==> src/tsp_pkg.sv <==
// Constants, register map and carrier types of the thermal sensor poller.
// What this block does
// - Interval zero disables; else 250 ms steps.
// - Completed poll stores received byte as latest.
// - Reading at or above threshold cuts power.
// - Command byte addresses sensor register each poll.
// - Eight-bit retry limit, reset value 0x10.
// - Software-written latest value reads back until update.
// - Seven-bit slave address; zero disables polling.
// - Reading at or above high alarm flags event.
// - Reading at or below low alarm flags event.
package tsp_pkg;

   // Clock and timing.
   localparam int unsigned CLK_HZ             = 10_000_000;
   localparam int unsigned POLL_STEP_MS       = 250;
   localparam int unsigned POLL_STEP_CYCLES   = (CLK_HZ / 1000) * POLL_STEP_MS;
   localparam int unsigned SCL_HZ             = 100_000;
   localparam int unsigned SCL_QUARTER_CYCLES = CLK_HZ / (4 * SCL_HZ);

   // Register offsets.
   localparam logic [7:0] OFS_SLAVE_ADDR  = 8'he3;
   localparam logic [7:0] OFS_HIGH_ALARM  = 8'he4;
   localparam logic [7:0] OFS_LOW_ALARM   = 8'he5;
   localparam logic [7:0] OFS_POLL_PERIOD = 8'he6;
   localparam logic [7:0] OFS_LATEST      = 8'he7;
   localparam logic [7:0] OFS_OFF_LEVEL   = 8'he8;
   localparam logic [7:0] OFS_COMMAND     = 8'he9;
   localparam logic [7:0] OFS_RETRY       = 8'hea;
   localparam logic [7:0] OFS_BURST_CLR   = 8'hf0;
   localparam logic [7:0] OFS_IRQ_STATUS  = 8'hf1;
   localparam logic [7:0] OFS_IRQ_MASK    = 8'hf2;
   localparam logic [7:0] OFS_POLL_STATE  = 8'hf3;
   localparam logic [7:0] BURST_RANGE_LO  = 8'ha8;
   localparam logic [7:0] BURST_RANGE_HI  = 8'haf;
   localparam logic [7:0] BURST_CLR_CODE  = 8'h00;

   // Reset values.
   localparam logic [7:0] RST_OFF_LEVEL = 8'h7d;
   localparam logic [7:0] RST_RETRY     = 8'h10;
   localparam logic [7:0] RST_ZERO      = 8'h00;

   // Interrupt status bit positions.
   localparam int unsigned IRQ_W       = 4;
   localparam int unsigned IRQ_HIGH    = 0;
   localparam int unsigned IRQ_LOW     = 1;
   localparam int unsigned IRQ_FAIL    = 2;
   localparam int unsigned IRQ_POWEROFF = 3;

   // Sensor bus direction bits.
   localparam logic DIR_WRITE = 1'b0;
   localparam logic DIR_READ  = 1'b1;

   typedef struct packed {
      logic [7:0] addr;
      logic [7:0] wdata;
      logic       wr;
      logic       rd;
   } tsp_bus_req_t;

   typedef enum logic [2:0] {
      ST_IDLE, ST_START, ST_TXB, ST_RXACK, ST_RXB, ST_TXNACK, ST_STOP
   } tsp_state_t;

endpackage : tsp_pkg

==> src/tsp_poller.sv <==
// Thermal sensor poller: register port, poll timer and sensor bus read engine.
//
// Strobed register access was decided locally.
`timescale 1ns/100ps
module tsp_poller import tsp_pkg::*; #(
   parameter int unsigned STEP_CYCLES    = POLL_STEP_CYCLES,
   parameter int unsigned QUARTER_CYCLES = SCL_QUARTER_CYCLES
) (
   // Clock and reset.
   input  wire logic         mclk,
   input  wire logic         sys_rst,
   // Register port.
   input  wire tsp_bus_req_t bus_req,
   output logic [7:0]        rd_data,
   // Sensor bus pins, open drain.
   input  wire logic         scl_in,
   output logic              scl_out,
   output logic              scl_oe,
   input  wire logic         sda_in,
   output logic              sda_out,
   output logic              sda_oe,
   // System outputs.
   output logic              irq,
   output logic              power_off
);

   localparam int SW = $clog2(STEP_CYCLES + 1);
   localparam int QW = $clog2(QUARTER_CYCLES + 1);

   if (STEP_CYCLES < 2 || QUARTER_CYCLES < 2) begin : g_check
      $error("tsp_poller: STEP_CYCLES and QUARTER_CYCLES must be at least 2");
   end

   function automatic logic greater_or_equal_compare(input logic [7:0] a, input logic [7:0] b);
      greater_or_equal_compare = $signed(a) >= $signed(b);
   endfunction : greater_or_equal_compare

   function automatic logic less_or_equal_compare(input logic [7:0] a, input logic [7:0] b);
      less_or_equal_compare = $signed(a) <= $signed(b);
   endfunction : less_or_equal_compare

   // Pin synchronisers.
   logic [1:0] scl_sync;
   logic [1:0] sda_sync;

   always_ff @(posedge mclk) begin
      if (sys_rst) begin
         scl_sync <= 2'h3;
         sda_sync <= 2'h3;
      end else begin
         scl_sync <= {scl_sync[0], scl_in};
         sda_sync <= {sda_sync[0], sda_in};
      end
   end

   // Register state.
   logic [6:0]       slave_addr,     next_slave_addr;
   logic [7:0]       high_alarm,     next_high_alarm;
   logic [7:0]       low_alarm,      next_low_alarm;
   logic [7:0]       poll_period,    next_poll_period;
   logic [7:0]       latest,         next_latest;
   logic [7:0]       off_level,      next_off_level;
   logic [7:0]       command,        next_command;
   logic [7:0]       retry_limit,    next_retry_limit;
   logic [7:0]       burst_clear,    next_burst_clear;
   logic [IRQ_W-1:0] irq_status,     next_irq_status;
   logic [IRQ_W-1:0] irq_mask,       next_irq_mask;
   logic             burst_pending,  next_burst_pending;
   logic [7:0]       next_rd_data;
   logic             next_irq;
   logic             next_power_off;

   // Engine state.
   tsp_state_t       state,          next_state;
   logic [1:0]       ph,             next_ph;
   logic [QW-1:0]    qcnt,           next_qcnt;
   logic [SW-1:0]    step_cnt,       next_step_cnt;
   logic [7:0]       interval_cnt,   next_interval_cnt;
   logic             poll_due,       next_poll_due;
   logic [2:0]       bitn,           next_bitn;
   logic [1:0]       byte_sel,       next_byte_sel;
   logic [7:0]       shreg,          next_shreg;
   logic [7:0]       tries,          next_tries;
   logic             nacked,         next_nacked;
   logic             scl_low,        next_scl_low;
   logic             sda_low,        next_sda_low;
   logic             ev_ok,          next_ev_ok;
   logic             ev_fail,        next_ev_fail;
   logic [7:0]       rx_data,        next_rx_data;

   logic             wr;
   logic             rd;
   logic [7:0]       addr;
   logic             poll_en;
   logic             qtick;
   logic             stall;
   logic [IRQ_W-1:0] irq_set;

   assign wr      = bus_req.wr;
   assign rd      = bus_req.rd;
   assign addr    = bus_req.addr;
   assign poll_en = (poll_period != RST_ZERO) && (slave_addr != 7'h00);

   // Register file, events and interrupt.
   always_comb begin
      next_slave_addr    = slave_addr;
      next_high_alarm    = high_alarm;
      next_low_alarm     = low_alarm;
      next_poll_period   = poll_period;
      next_latest        = latest;
      next_off_level     = off_level;
      next_command       = command;
      next_retry_limit   = retry_limit;
      next_burst_clear   = burst_clear;
      next_irq_mask      = irq_mask;
      next_burst_pending = burst_pending;
      next_rd_data       = RST_ZERO;
      irq_set            = '0;
      if (wr) begin
         unique case (addr)
            OFS_SLAVE_ADDR:  next_slave_addr  = bus_req.wdata[6:0];
            OFS_HIGH_ALARM:  next_high_alarm  = bus_req.wdata;
            OFS_LOW_ALARM:   next_low_alarm   = bus_req.wdata;
            OFS_POLL_PERIOD: next_poll_period = bus_req.wdata;
            OFS_LATEST:      next_latest      = bus_req.wdata;
            OFS_OFF_LEVEL:   next_off_level   = bus_req.wdata;
            OFS_COMMAND:     next_command     = bus_req.wdata;
            OFS_RETRY:       next_retry_limit = bus_req.wdata;
            OFS_BURST_CLR: begin
               next_burst_clear = bus_req.wdata;
               if (bus_req.wdata == BURST_CLR_CODE) begin
                  next_burst_pending = 1'b0;
               end
            end
            OFS_IRQ_MASK:    next_irq_mask    = bus_req.wdata[IRQ_W-1:0];
            default: begin
               if (addr >= BURST_RANGE_LO && addr <= BURST_RANGE_HI) begin
                  next_burst_pending = 1'b1;
               end
            end
         endcase
      end
      if (rd) begin
         unique case (addr)
            OFS_SLAVE_ADDR:  next_rd_data = {1'b0, slave_addr};
            OFS_HIGH_ALARM:  next_rd_data = high_alarm;
            OFS_LOW_ALARM:   next_rd_data = low_alarm;
            OFS_POLL_PERIOD: next_rd_data = poll_period;
            OFS_LATEST:      next_rd_data = latest;
            OFS_OFF_LEVEL:   next_rd_data = off_level;
            OFS_COMMAND:     next_rd_data = command;
            OFS_RETRY:       next_rd_data = retry_limit;
            OFS_BURST_CLR:   next_rd_data = burst_clear;
            OFS_IRQ_STATUS:  next_rd_data = {{(8-IRQ_W){1'b0}}, irq_status};
            OFS_IRQ_MASK:    next_rd_data = {{(8-IRQ_W){1'b0}}, irq_mask};
            OFS_POLL_STATE:  next_rd_data = {6'h00, burst_pending, state != ST_IDLE};
            default:         next_rd_data = RST_ZERO;
         endcase
      end
      if (ev_ok) begin
         next_latest            = rx_data;
         irq_set[IRQ_HIGH]      = greater_or_equal_compare(rx_data, high_alarm);
         irq_set[IRQ_LOW]       = less_or_equal_compare(rx_data, low_alarm);
         irq_set[IRQ_POWEROFF]  = greater_or_equal_compare(rx_data, off_level);
      end
      irq_set[IRQ_FAIL] = ev_fail;
      // A read clears the status, but an event in the same cycle survives.
      next_irq_status = ((rd && addr == OFS_IRQ_STATUS) ? '0 : irq_status) | irq_set;
      next_irq        = |(next_irq_status & next_irq_mask);
      next_power_off  = power_off | irq_set[IRQ_POWEROFF];
   end

   always_ff @(posedge mclk) begin
      if (sys_rst) begin
         slave_addr    <= 7'h00;
         high_alarm    <= RST_ZERO;
         low_alarm     <= RST_ZERO;
         poll_period   <= RST_ZERO;
         latest        <= RST_ZERO;
         off_level     <= RST_OFF_LEVEL;
         command       <= RST_ZERO;
         retry_limit   <= RST_RETRY;
         burst_clear   <= RST_ZERO;
         irq_status    <= '0;
         irq_mask      <= '0;
         burst_pending <= 1'b0;
         rd_data       <= RST_ZERO;
         irq           <= 1'b0;
         power_off     <= 1'b0;
      end else begin
         slave_addr    <= next_slave_addr;
         high_alarm    <= next_high_alarm;
         low_alarm     <= next_low_alarm;
         poll_period   <= next_poll_period;
         latest        <= next_latest;
         off_level     <= next_off_level;
         command       <= next_command;
         retry_limit   <= next_retry_limit;
         burst_clear   <= next_burst_clear;
         irq_status    <= next_irq_status;
         irq_mask      <= next_irq_mask;
         burst_pending <= next_burst_pending;
         rd_data       <= next_rd_data;
         irq           <= next_irq;
         power_off     <= next_power_off;
      end
   end

   // Each bit takes four quarter periods; the high phase waits while the sensor stretches SCL.
   assign qtick = (qcnt == QW'(QUARTER_CYCLES - 1));
   assign stall = (ph == 2'd2) && !scl_low && !scl_sync[1];

   // Poll timer and sensor bus engine.
   always_comb begin
      next_state        = state;
      next_ph           = ph;
      next_qcnt         = qcnt;
      next_step_cnt     = step_cnt;
      next_interval_cnt = interval_cnt;
      next_poll_due     = poll_due;
      next_bitn         = bitn;
      next_byte_sel     = byte_sel;
      next_shreg        = shreg;
      next_tries        = tries;
      next_nacked       = nacked;
      next_scl_low      = scl_low;
      next_sda_low      = sda_low;
      next_ev_ok        = 1'b0;
      next_ev_fail      = 1'b0;
      next_rx_data      = rx_data;
      if (!poll_en) begin
         next_step_cnt     = '0;
         next_interval_cnt = RST_ZERO;
         next_poll_due     = 1'b0;
      end else if (step_cnt == SW'(STEP_CYCLES - 1)) begin
         next_step_cnt = '0;
         if (interval_cnt == poll_period - 8'h01) begin
            next_interval_cnt = RST_ZERO;
            next_poll_due     = 1'b1;
         end else begin
            next_interval_cnt = interval_cnt + 8'h01;
         end
      end else begin
         next_step_cnt = step_cnt + SW'(1);
      end
      if (state == ST_IDLE) begin
         next_qcnt = '0;
         next_ph   = 2'd0;
         if (poll_due) begin
            next_poll_due = 1'b0;
            next_state    = ST_START;
            next_byte_sel = 2'd0;
            next_tries    = RST_ZERO;
         end
      end else if (!qtick) begin
         next_qcnt = qcnt + QW'(1);
      end else if (!stall) begin
         next_qcnt = '0;
         next_ph   = ph + 2'd1;
         unique case (state)
            ST_START: begin
               unique case (ph)
                  2'd0: next_sda_low = 1'b0;
                  2'd1: next_scl_low = 1'b0;
                  2'd2: next_sda_low = 1'b1;
                  2'd3: begin
                     next_scl_low = 1'b1;
                     next_shreg   = {slave_addr, (byte_sel == 2'd2) ? DIR_READ : DIR_WRITE};
                     next_bitn    = 3'd0;
                     next_state   = ST_TXB;
                  end
               endcase
            end
            ST_TXB, ST_TXNACK: begin
               unique case (ph)
                  2'd0: next_sda_low = (state == ST_TXB) && !shreg[7];
                  2'd1: next_scl_low = 1'b0;
                  2'd2: next_scl_low = 1'b0;
                  2'd3: begin
                     next_scl_low = 1'b1;
                     next_shreg   = (state == ST_TXB) ? {shreg[6:0], 1'b0} : shreg;
                     next_bitn    = bitn + 3'd1;
                     if (state == ST_TXNACK) begin
                        next_nacked = 1'b0;
                        next_state  = ST_STOP;
                     end else if (bitn == 3'd7) begin
                        next_state = ST_RXACK;
                     end
                  end
               endcase
            end
            ST_RXACK, ST_RXB: begin
               unique case (ph)
                  2'd0: next_sda_low = 1'b0;
                  2'd1: next_scl_low = 1'b0;
                  2'd2: begin
                     if (state == ST_RXACK) begin
                        next_nacked = sda_sync[1];
                     end else begin
                        next_shreg = {shreg[6:0], sda_sync[1]};
                     end
                  end
                  2'd3: begin
                     next_scl_low = 1'b1;
                     if (state == ST_RXB) begin
                        next_bitn = bitn + 3'd1;
                        if (bitn == 3'd7) begin
                           next_state = ST_TXNACK;
                        end
                     end else if (nacked) begin
                        next_state = ST_STOP;
                     end else if (byte_sel == 2'd0) begin
                        next_byte_sel = 2'd1;
                        next_shreg    = command;
                        next_bitn     = 3'd0;
                        next_state    = ST_TXB;
                     end else if (byte_sel == 2'd1) begin
                        next_byte_sel = 2'd2;
                        next_state    = ST_START;
                     end else begin
                        next_bitn  = 3'd0;
                        next_state = ST_RXB;
                     end
                  end
               endcase
            end
            ST_STOP: begin
               unique case (ph)
                  2'd0: next_sda_low = 1'b1;
                  2'd1: next_scl_low = 1'b0;
                  2'd2: next_sda_low = 1'b0;
                  2'd3: begin
                     if (!nacked) begin
                        next_ev_ok   = 1'b1;
                        next_rx_data = shreg;
                        next_state   = ST_IDLE;
                     end else if (tries < retry_limit) begin
                        next_tries    = tries + 8'h01;
                        next_byte_sel = 2'd0;
                        next_state    = ST_START;
                     end else begin
                        next_ev_fail = 1'b1;
                        next_state   = ST_IDLE;
                     end
                  end
               endcase
            end
            default: next_state = ST_IDLE;
         endcase
      end
   end

   always_ff @(posedge mclk) begin
      if (sys_rst) begin
         state        <= ST_IDLE;
         ph           <= 2'd0;
         qcnt         <= '0;
         step_cnt     <= '0;
         interval_cnt <= RST_ZERO;
         poll_due     <= 1'b0;
         bitn         <= 3'd0;
         byte_sel     <= 2'd0;
         shreg        <= RST_ZERO;
         tries        <= RST_ZERO;
         nacked       <= 1'b0;
         scl_low      <= 1'b0;
         sda_low      <= 1'b0;
         ev_ok        <= 1'b0;
         ev_fail      <= 1'b0;
         rx_data      <= RST_ZERO;
         scl_out      <= 1'b0;
         scl_oe       <= 1'b0;
         sda_out      <= 1'b0;
         sda_oe       <= 1'b0;
      end else begin
         state        <= next_state;
         ph           <= next_ph;
         qcnt         <= next_qcnt;
         step_cnt     <= next_step_cnt;
         interval_cnt <= next_interval_cnt;
         poll_due     <= next_poll_due;
         bitn         <= next_bitn;
         byte_sel     <= next_byte_sel;
         shreg        <= next_shreg;
         tries        <= next_tries;
         nacked       <= next_nacked;
         scl_low      <= next_scl_low;
         sda_low      <= next_sda_low;
         ev_ok        <= next_ev_ok;
         ev_fail      <= next_ev_fail;
         rx_data      <= next_rx_data;
         scl_out      <= 1'b0;
         scl_oe       <= next_scl_low;
         sda_out      <= 1'b0;
         sda_oe       <= next_sda_low;
      end
   end

endmodule : tsp_poller

==> config.mk <==
export PLATFORM = sky130hd
export DESIGN_NAME = tsp_poller
export DESIGN_NICKNAME = d
export VERILOG_FILES = /design/src/tsp_pkg.sv /design/src/tsp_poller.sv
export SDC_FILE = /design/constraint.sdc
export NUM_CORES = 1
export LEC_CHECK = 0
export BUFFER_PORTS_ARGS = -buffer_cell sky130_fd_sc_hd__buf_2
export CORE_UTILIZATION = 50
export CTS_BUF_LIST = sky130_fd_sc_hd__clkbuf_16
export DETAILED_ROUTE_END_ITERATION = 7
export PLACE_DENSITY = 0.67
export SYNTH_ARGS = -nofsm -noshare
export SYNTH_HDL_FRONTEND = slang
export SYNTH_SLANG_ARGS = --single-unit
==> constraint.sdc <==
create_clock -name mclk -period 4.3 [get_ports mclk]
set_input_delay 0.86 -clock mclk [delete_from_list [all_inputs] [get_ports mclk]]
set_output_delay 0.86 -clock mclk [all_outputs]
set_load 0.01 [all_outputs]
==> results.md, run 1 <==
* Max_cap viols at 0
* Postcts setup bufs at 0
* Die Wd at 136 um
* Core area at 17400 um^2
* Distinct cells, synth at between 70 and 80
* HPWL after DPL at 16300 um
* CTS Hold Bufs at 0
* Sequential area share after synthesis at 37.7%
* Die Area at 18500 um^2
* Post-synthesis simple-gate area fraction at 22.4%
* Hold Startpoint: sda_sync[0]
* Total wire length at 23600 um
* Nets at 1145
* Final ANT Viol Nets at 0
* CTS tree: built
* Vias in the first global route at about 7000
* Total CTS buffers at 17
* Port Buffers at 33
* Routability-driven placement congestion ratio at a little over 0.9
* Syn_area_per_cell at 8.26 um^2
* Slew Viols, Final at 0
* Largest register FFs at 22
* Most flops, register: step_cnt
* Placement Cell Area at 9200 um^2
* Final setup fails at 0
* Predominant post-synthesis flop cell: dfxtp_1
* Mapped Area at 8960 um^2
* Design area at around 10000 um^2
* First-pass GRT wire length at 37600 um
* Post-Synthesis Cells at approximately 1100
* Initial antenna violation count at 0
* Clock slew at reported path FFs at 70 ps
* Setup CP Type: primary input to flop
* Pwr/cell area at 330 nW/um^2
* RSZ-0062 raised after global routing: no
* Hold path depth at 1
* Fmax achieved at 0.349 GHz
* TritonRoute pass-1 iters at 6
* Wire per inst at 17.9 um
* DIE HEIGHT at 136 um
* R2R depth at 5
* Initial DRC Count at 688
* # DRC at 0
* Period utilization at 66.6%
* Worst Path Max Fanout at 26
* Post-synthesis mux area share at approximately 8.5%
* Clk_skew at a little over 8 ps
* Clock sinks at 169
* H-tree levels at 4
* Starting Density at about 51%
* Tot GR Track Use at 26.5%
* Worst Setup Start Kind: primary input
* Root buf cell: clkbuf_16
* LEAKAGE at 3.91 nW
* EDFF count, synth at 0
* Remaining global-route overflow at 0
* Worst-margin pin slew at 887 ps
* Setup TNS at 0 ps
* Synth Area in Compound Gates at 15.1%
* Worst Path Arrival at 3180 ps
* ANT cells at 0
* IO Count at 36
* Largest family of logic cells by synthesized area: simple AND/OR/NAND/NOR gates
* Yosys reg bits at roughly 170
* Clock Latency Late Sink at 430 ps
* CTS max path bufs at 2
* Critical Path RT at 4610 ps
* Post-Synth Adder-Cell Area at under 10%
* Status: finished, final reports clean
* Row cnt at 48
* Final Hold Vio Count at 0
* Xor/xnor share of the synthesized area at 4.59%
* PostCTS Resize Cnt at 0
* Worst R2R Start: state[2]
* Via count at 7712
* Max-slew headroom at 40.4%
* Fin util at 56.3%
* Crit path time final at roughly 2900 ps
* Area grow syn2layout at 9.37%
* CP Capture Type: flop
* Async set-reset flop share out of synthesis at 0%
* Pin count of the biggest net entering global routing at between 70 and 80
* Post-DR vias/cell at 5.86
* Hold crit path type: flop to flop
* Synth warnings at 0
* RR Endpoint: shreg[2]
* R2R setup slack at ~1600 ps
* Share of layout cells above drive strength 1 at 8.79%
* VDD IR max at between 0.2 and 0.3 mV
* Hold path endpoint: sda_sync[1]
==> cells in the final DEF, fill, tap and decap left out, drive strengths merged, types with 12 or more instances in the layout <==
master and instances:
nor3 22, nand3 58, inv 58, nor2 167
o21ai 21, mux2i 72, o22ai 12, a21oi 84
and3 18, ha 44, buf 41, nand2 68
xnor2 21, nand2b 13, clkbuf 17, dfxtp 169
nand4 13, xor2 26
==> report_power, final <==
part           internal [mW]  switching, mW
Sequential              1.57        0.00151
Clock                  0.914          0.657
Combinational         0.0230         0.0729
==> worst max-delay path, stage by stage <==
cell      delay [ps]
buf_2            360
nor2b_1          640
nand3_2          230
a222oi_1         470
nor3_1            90
or4_1            520
==> worst max-delay path by stage <==
stage | start | end | cells after the start
3_3_place_gp | bus_req[10] | irq | 6
6_report | bus_req[10] | irq | 6
2_1_floorplan | bus_req[13] | irq | 8
4_1_cts | bus_req[10] | irq | 6
5_1_grt | bus_req[10] | irq | 6
3_5_place_dp | bus_req[10] | irq | 6
==> metrics by stage <==
step           total power, mW  hold WS, ps  worst slack [ps]  instances
2_1_floorplan             1.67          389              1710       1086
3_3_place_gp              1.70          389              1090       1285
3_5_place_dp              1.70          396              1020       1285
4_1_cts                   3.26          411              1480       1317
5_1_grt                   3.33          419              1190       1317
6_report                  3.24          411              1440       1317
==> synth_stat cells, drive strengths merged (4+ instances only) <==
cell | n | area, um^2
a21oi | 84 | 420
a222oi | 6 | 60.1
or3 | 5 | 31.3
o221ai | 4 | 35.0
clkbuf | 49 | 184
nand2b | 13 | 81.3
nand3 | 58 | 295
nand3b | 4 | 30.0
and3 | 18 | 113
or2 | 8 | 50.1
o22ai | 12 | 75.1
nor3 | 22 | 115
nand2 | 68 | 258
a211o | 10 | 87.6
a2111oi | 4 | 35.0
o32ai | 8 | 70.1
nor2 | 167 | 637
a22oi | 8 | 60.1
inv | 57 | 214
xnor2 | 21 | 184
o21ai | 21 | 105
a221oi | 4 | 35.0
nand4 | 13 | 81.3
mux2i | 72 | 721
and2 | 6 | 37.5
buf | 18 | 91.3
or4 | 4 | 30.0
a21o | 6 | 45.0
nor3b | 5 | 47.5
nor4 | 10 | 62.6
xor2 | 26 | 228
a31oi | 6 | 37.5
dfxtp | 169 | 3380
ha | 44 | 551
a211oi | 5 | 37.5
nor2b | 7 | 43.8
==> cell type report <==
cell class	count	area [um^2]
Fill cell	1655	7610
Multi-Input combinational cell	793	5090
Sequential cell	169	3380
Clock buffer	17	425
Tap cell	225	282
Timing Repair Buffer	41	228
Inverter	57	214
Clock inverter	15	176
==> per-layer routing <==
metal  global-route usage [%]  vias up  wire [um]
met3                     5.11       34       1500
li1                         -     3801          -
met2                     42.0      251      11000
met5                        0        -          0
met1                     36.3     3626      10800
met4                     8.27        0        367
==> kinds of logic after synthesis <==
group	Yosys count
multiplexers	75
AND/OR/NAND/NOR	418
flip-flops	169
other	1
buffers and inverters	124
XOR/XNOR	47
adder cells (fa/ha/maj)	44
AO/OA/AOI/OAI	207
Power figures use the tool's default switching activity.
==> run 2: changes to the inputs <==
ABC_AREA = 1   (was unset)
clock period = 2.85 ns   (was 4.3 ns; I/O delays follow)
==> results.md, run 2 <==
* Status: finished, final reports clean
* Total CTS buffers at 17
* Clock slew at reported path FFs at around 70 ps
* Initial DRC Count at between 600 and 700
* Final ANT Viol Nets at 0
* Core area at 17500 um^2
* Distinct cells, synth at 57
* Starting Density at just over 50%
* GRT met3 Usage at 5.04%
* Filler Cell Count at approximately 1700
* IO Count at 36
* Max-slew headroom at 49.1%
* Via count at between 8000 and 9000
* CTS tree: built
* Final setup fails at 0
* Worst Path Max Fanout at 8
* HPWL after DPL at 17800 um
* Worst Path Arrival at ~2400 ps
* Syn_area_per_cell at 7.24 um^2
* Most flops, register: step_cnt
* Clock sinks at about 170
* Top-area cell type share of the netlist area at 37.2%
* ANT cells at 0
* Hold crit path type: primary input to flop
* Wire per inst at 16.0 um
* Sequential area share after synthesis at 37.2%
* Tot GR Track Use at around 27%
* Share of layout cells above drive strength 1 at 10.8%
* Postcts setup bufs at 0
* Row cnt at 48
* Busiest grt layer: met2
* Most frequent cells in the layout: nand2_1 (214), dfxtp_1 (169), inv_1 (165)
* PostCTS Resize Cnt at 0
* Grt met2 use at approximately 43%
* Routability-driven placement congestion ratio at 0.911
* Predominant post-synthesis flop cell: dfxtp_1
* Fmax achieved at 0.482 GHz
* Most common cell after layout, fill and taps aside: nand2_1
* Yosys reg bits at 169
* VDD IR max at between 0.4 and 0.5 mV
* Die Area at 18700 um^2
* Mapped Area at between 9000 and 10000 um^2
* Met1 GRT Util at between 30% and 40%
* Post-Synthesis Cells at between 1000 and 1500
* Leading cell types by count after synthesis: nand2_1 (214), dfxtp_1 (169), inv_1 (165), nor2_1 (149), a21oi_1 (101)
* Count leader, synth: nand2_1
* Clock Latency Late Sink at 440 ps
* Post-synth top area cell: dfxtp_1
* Synth top area cells: dfxtp_1 (37%), nand2_1 (8.8%), inv_1 (6.8%)
* DIE HEIGHT at ~140 um
* Worst-margin pin slew at 757 ps
* Vias in the first global route at 7233
* Die Wd at roughly 140 um
* Nets at 1339
* Area grow syn2layout at 9.72%
* TritonRoute pass-1 iters at 5
* Crit path time final at 2080 ps
* Root buf cell: clkbuf_16
* Port Buffers at 33
* R2R setup slack at 770 ps
* Max_cap viols at 0
* RSZ-0062 raised after global routing: no
* # DRC at 0
* Setup CP Type: flop to flop
* Initial antenna violation count at 0
* CTS max path bufs at 2
* Setup TNS at 0 ps
* Critical Path RT at 3140 ps
* Final Hold Vio Count at 0
* H-tree levels at 4
* Pin count of the biggest net entering global routing at 82
* Clk_skew at 11.8 ps
* CTS Hold Bufs at 0
* EDFF count, synth at 0
* Period utilization at 72.8%
* Async set-reset flop share out of synthesis at 0%
* Power consumption at 4.94 mW
* Remaining global-route overflow at 0
* CP Capture Type: flop
* LEAKAGE at 4.18 nW
* Post-DR vias/cell at 5.43
* Slew Viols, Final at 0
* Worst Setup Start Kind: flop
* Largest register FFs at 22
* Total wire length at 24200 um
* First-pass GRT wire length at between 30000 and 40000 um
* Synth warnings at 0
* Pwr/cell area at 496 nW/um^2
-- run 2: changes by cell type after synthesis, sizes merged, moves of 10 or more --
cell    previous run  this run
a211o             10         0
a21oi             84       102
and3              18         1
clkbuf            49        16
inv               57       176
mux2i             72         0
nand2             68       223
nand2b            13         0
nand3             58        48
nand4             13        27
o21ai             21       106
xnor2             21         8
-- run 2: per-layer routing --
| metal | wire length (um) | share of wire (%) |
|---|---|---|
| met1 | 11100 | 46 |
| met5 | 0 | 0 |
| met3 | 1470 | 6.1 |
| met2 | 11000 | 46 |
| met4 | 627 | 2.6 |
-- run 2: worst paths after layout --
kind               start     endpoint  depth (start not counted)
max             tries[5]     tries[5]                          9
min               scl_in  scl_sync[0]                          2
max reg2reg     tries[5]     tries[5]                          9
min reg2reg  scl_sync[0]  scl_sync[1]                          1
-- run 2: through the flow --
stage	setup WS, ps	std cells	instance area (um^2)	hold WS (ps)	util (%)
2_1_floorplan	1070	1256	9090	389	-
3_3_place_gp	722	1479	9350	404	53.3
3_5_place_dp	643	1479	9350	400	53.3
4_1_cts	744	1511	9970	302	56.8
5_1_grt	504	1511	9970	299	56.8
6_report	774	1511	9970	316	56.8
-- run 2: area by class of cell --
class / count / area (um^2) / area share (%)
clock inverter: 15 / 188 / 1.88
multi-input combinational: 869 / 4810 / 48.2
inverter: 178 / 668 / 6.70
tap: 225 / 282 / 2.82
timing repair buffer: 38 / 215 / 2.16
sequential: 169 / 3380 / 33.9
clock buffer: 17 / 425 / 4.27
-- run 2: critical path, cell delays in order (launching register included) --
cell	delay, ps
dfxtp_1	420
ha_1	280
a21oi_1	130
nor2_1	50
a211oi_1	240
nand3_1	260
nand2_1	250
nand2_2	160
nand2_1	90
a21oi_1	60
-- run 2: logic make-up (layout without fill, tap and decap cells) --
group,after synthesis,after routing,share of synthesized area (%)
AND/OR/NAND/NOR,515,515,26.6
AO/OA/AOI/OAI,281,281,17.6
buffers and inverters,218,248,9.89
flip-flops,169,169,37.2
adder cells (fa/ha/maj),44,44,6.06
XOR/XNOR,27,27,2.60
other,1,2,0.0413
-- run 2: where the power goes --
| group | internal [mW] | switching (mW) |
|---|---|---|
| clock network | 1.40 | 1.02 |
| registers | 2.37 | 0.00226 |
| logic | 0.0391 | 0.118 |
| total | 3.80 | 1.14 |
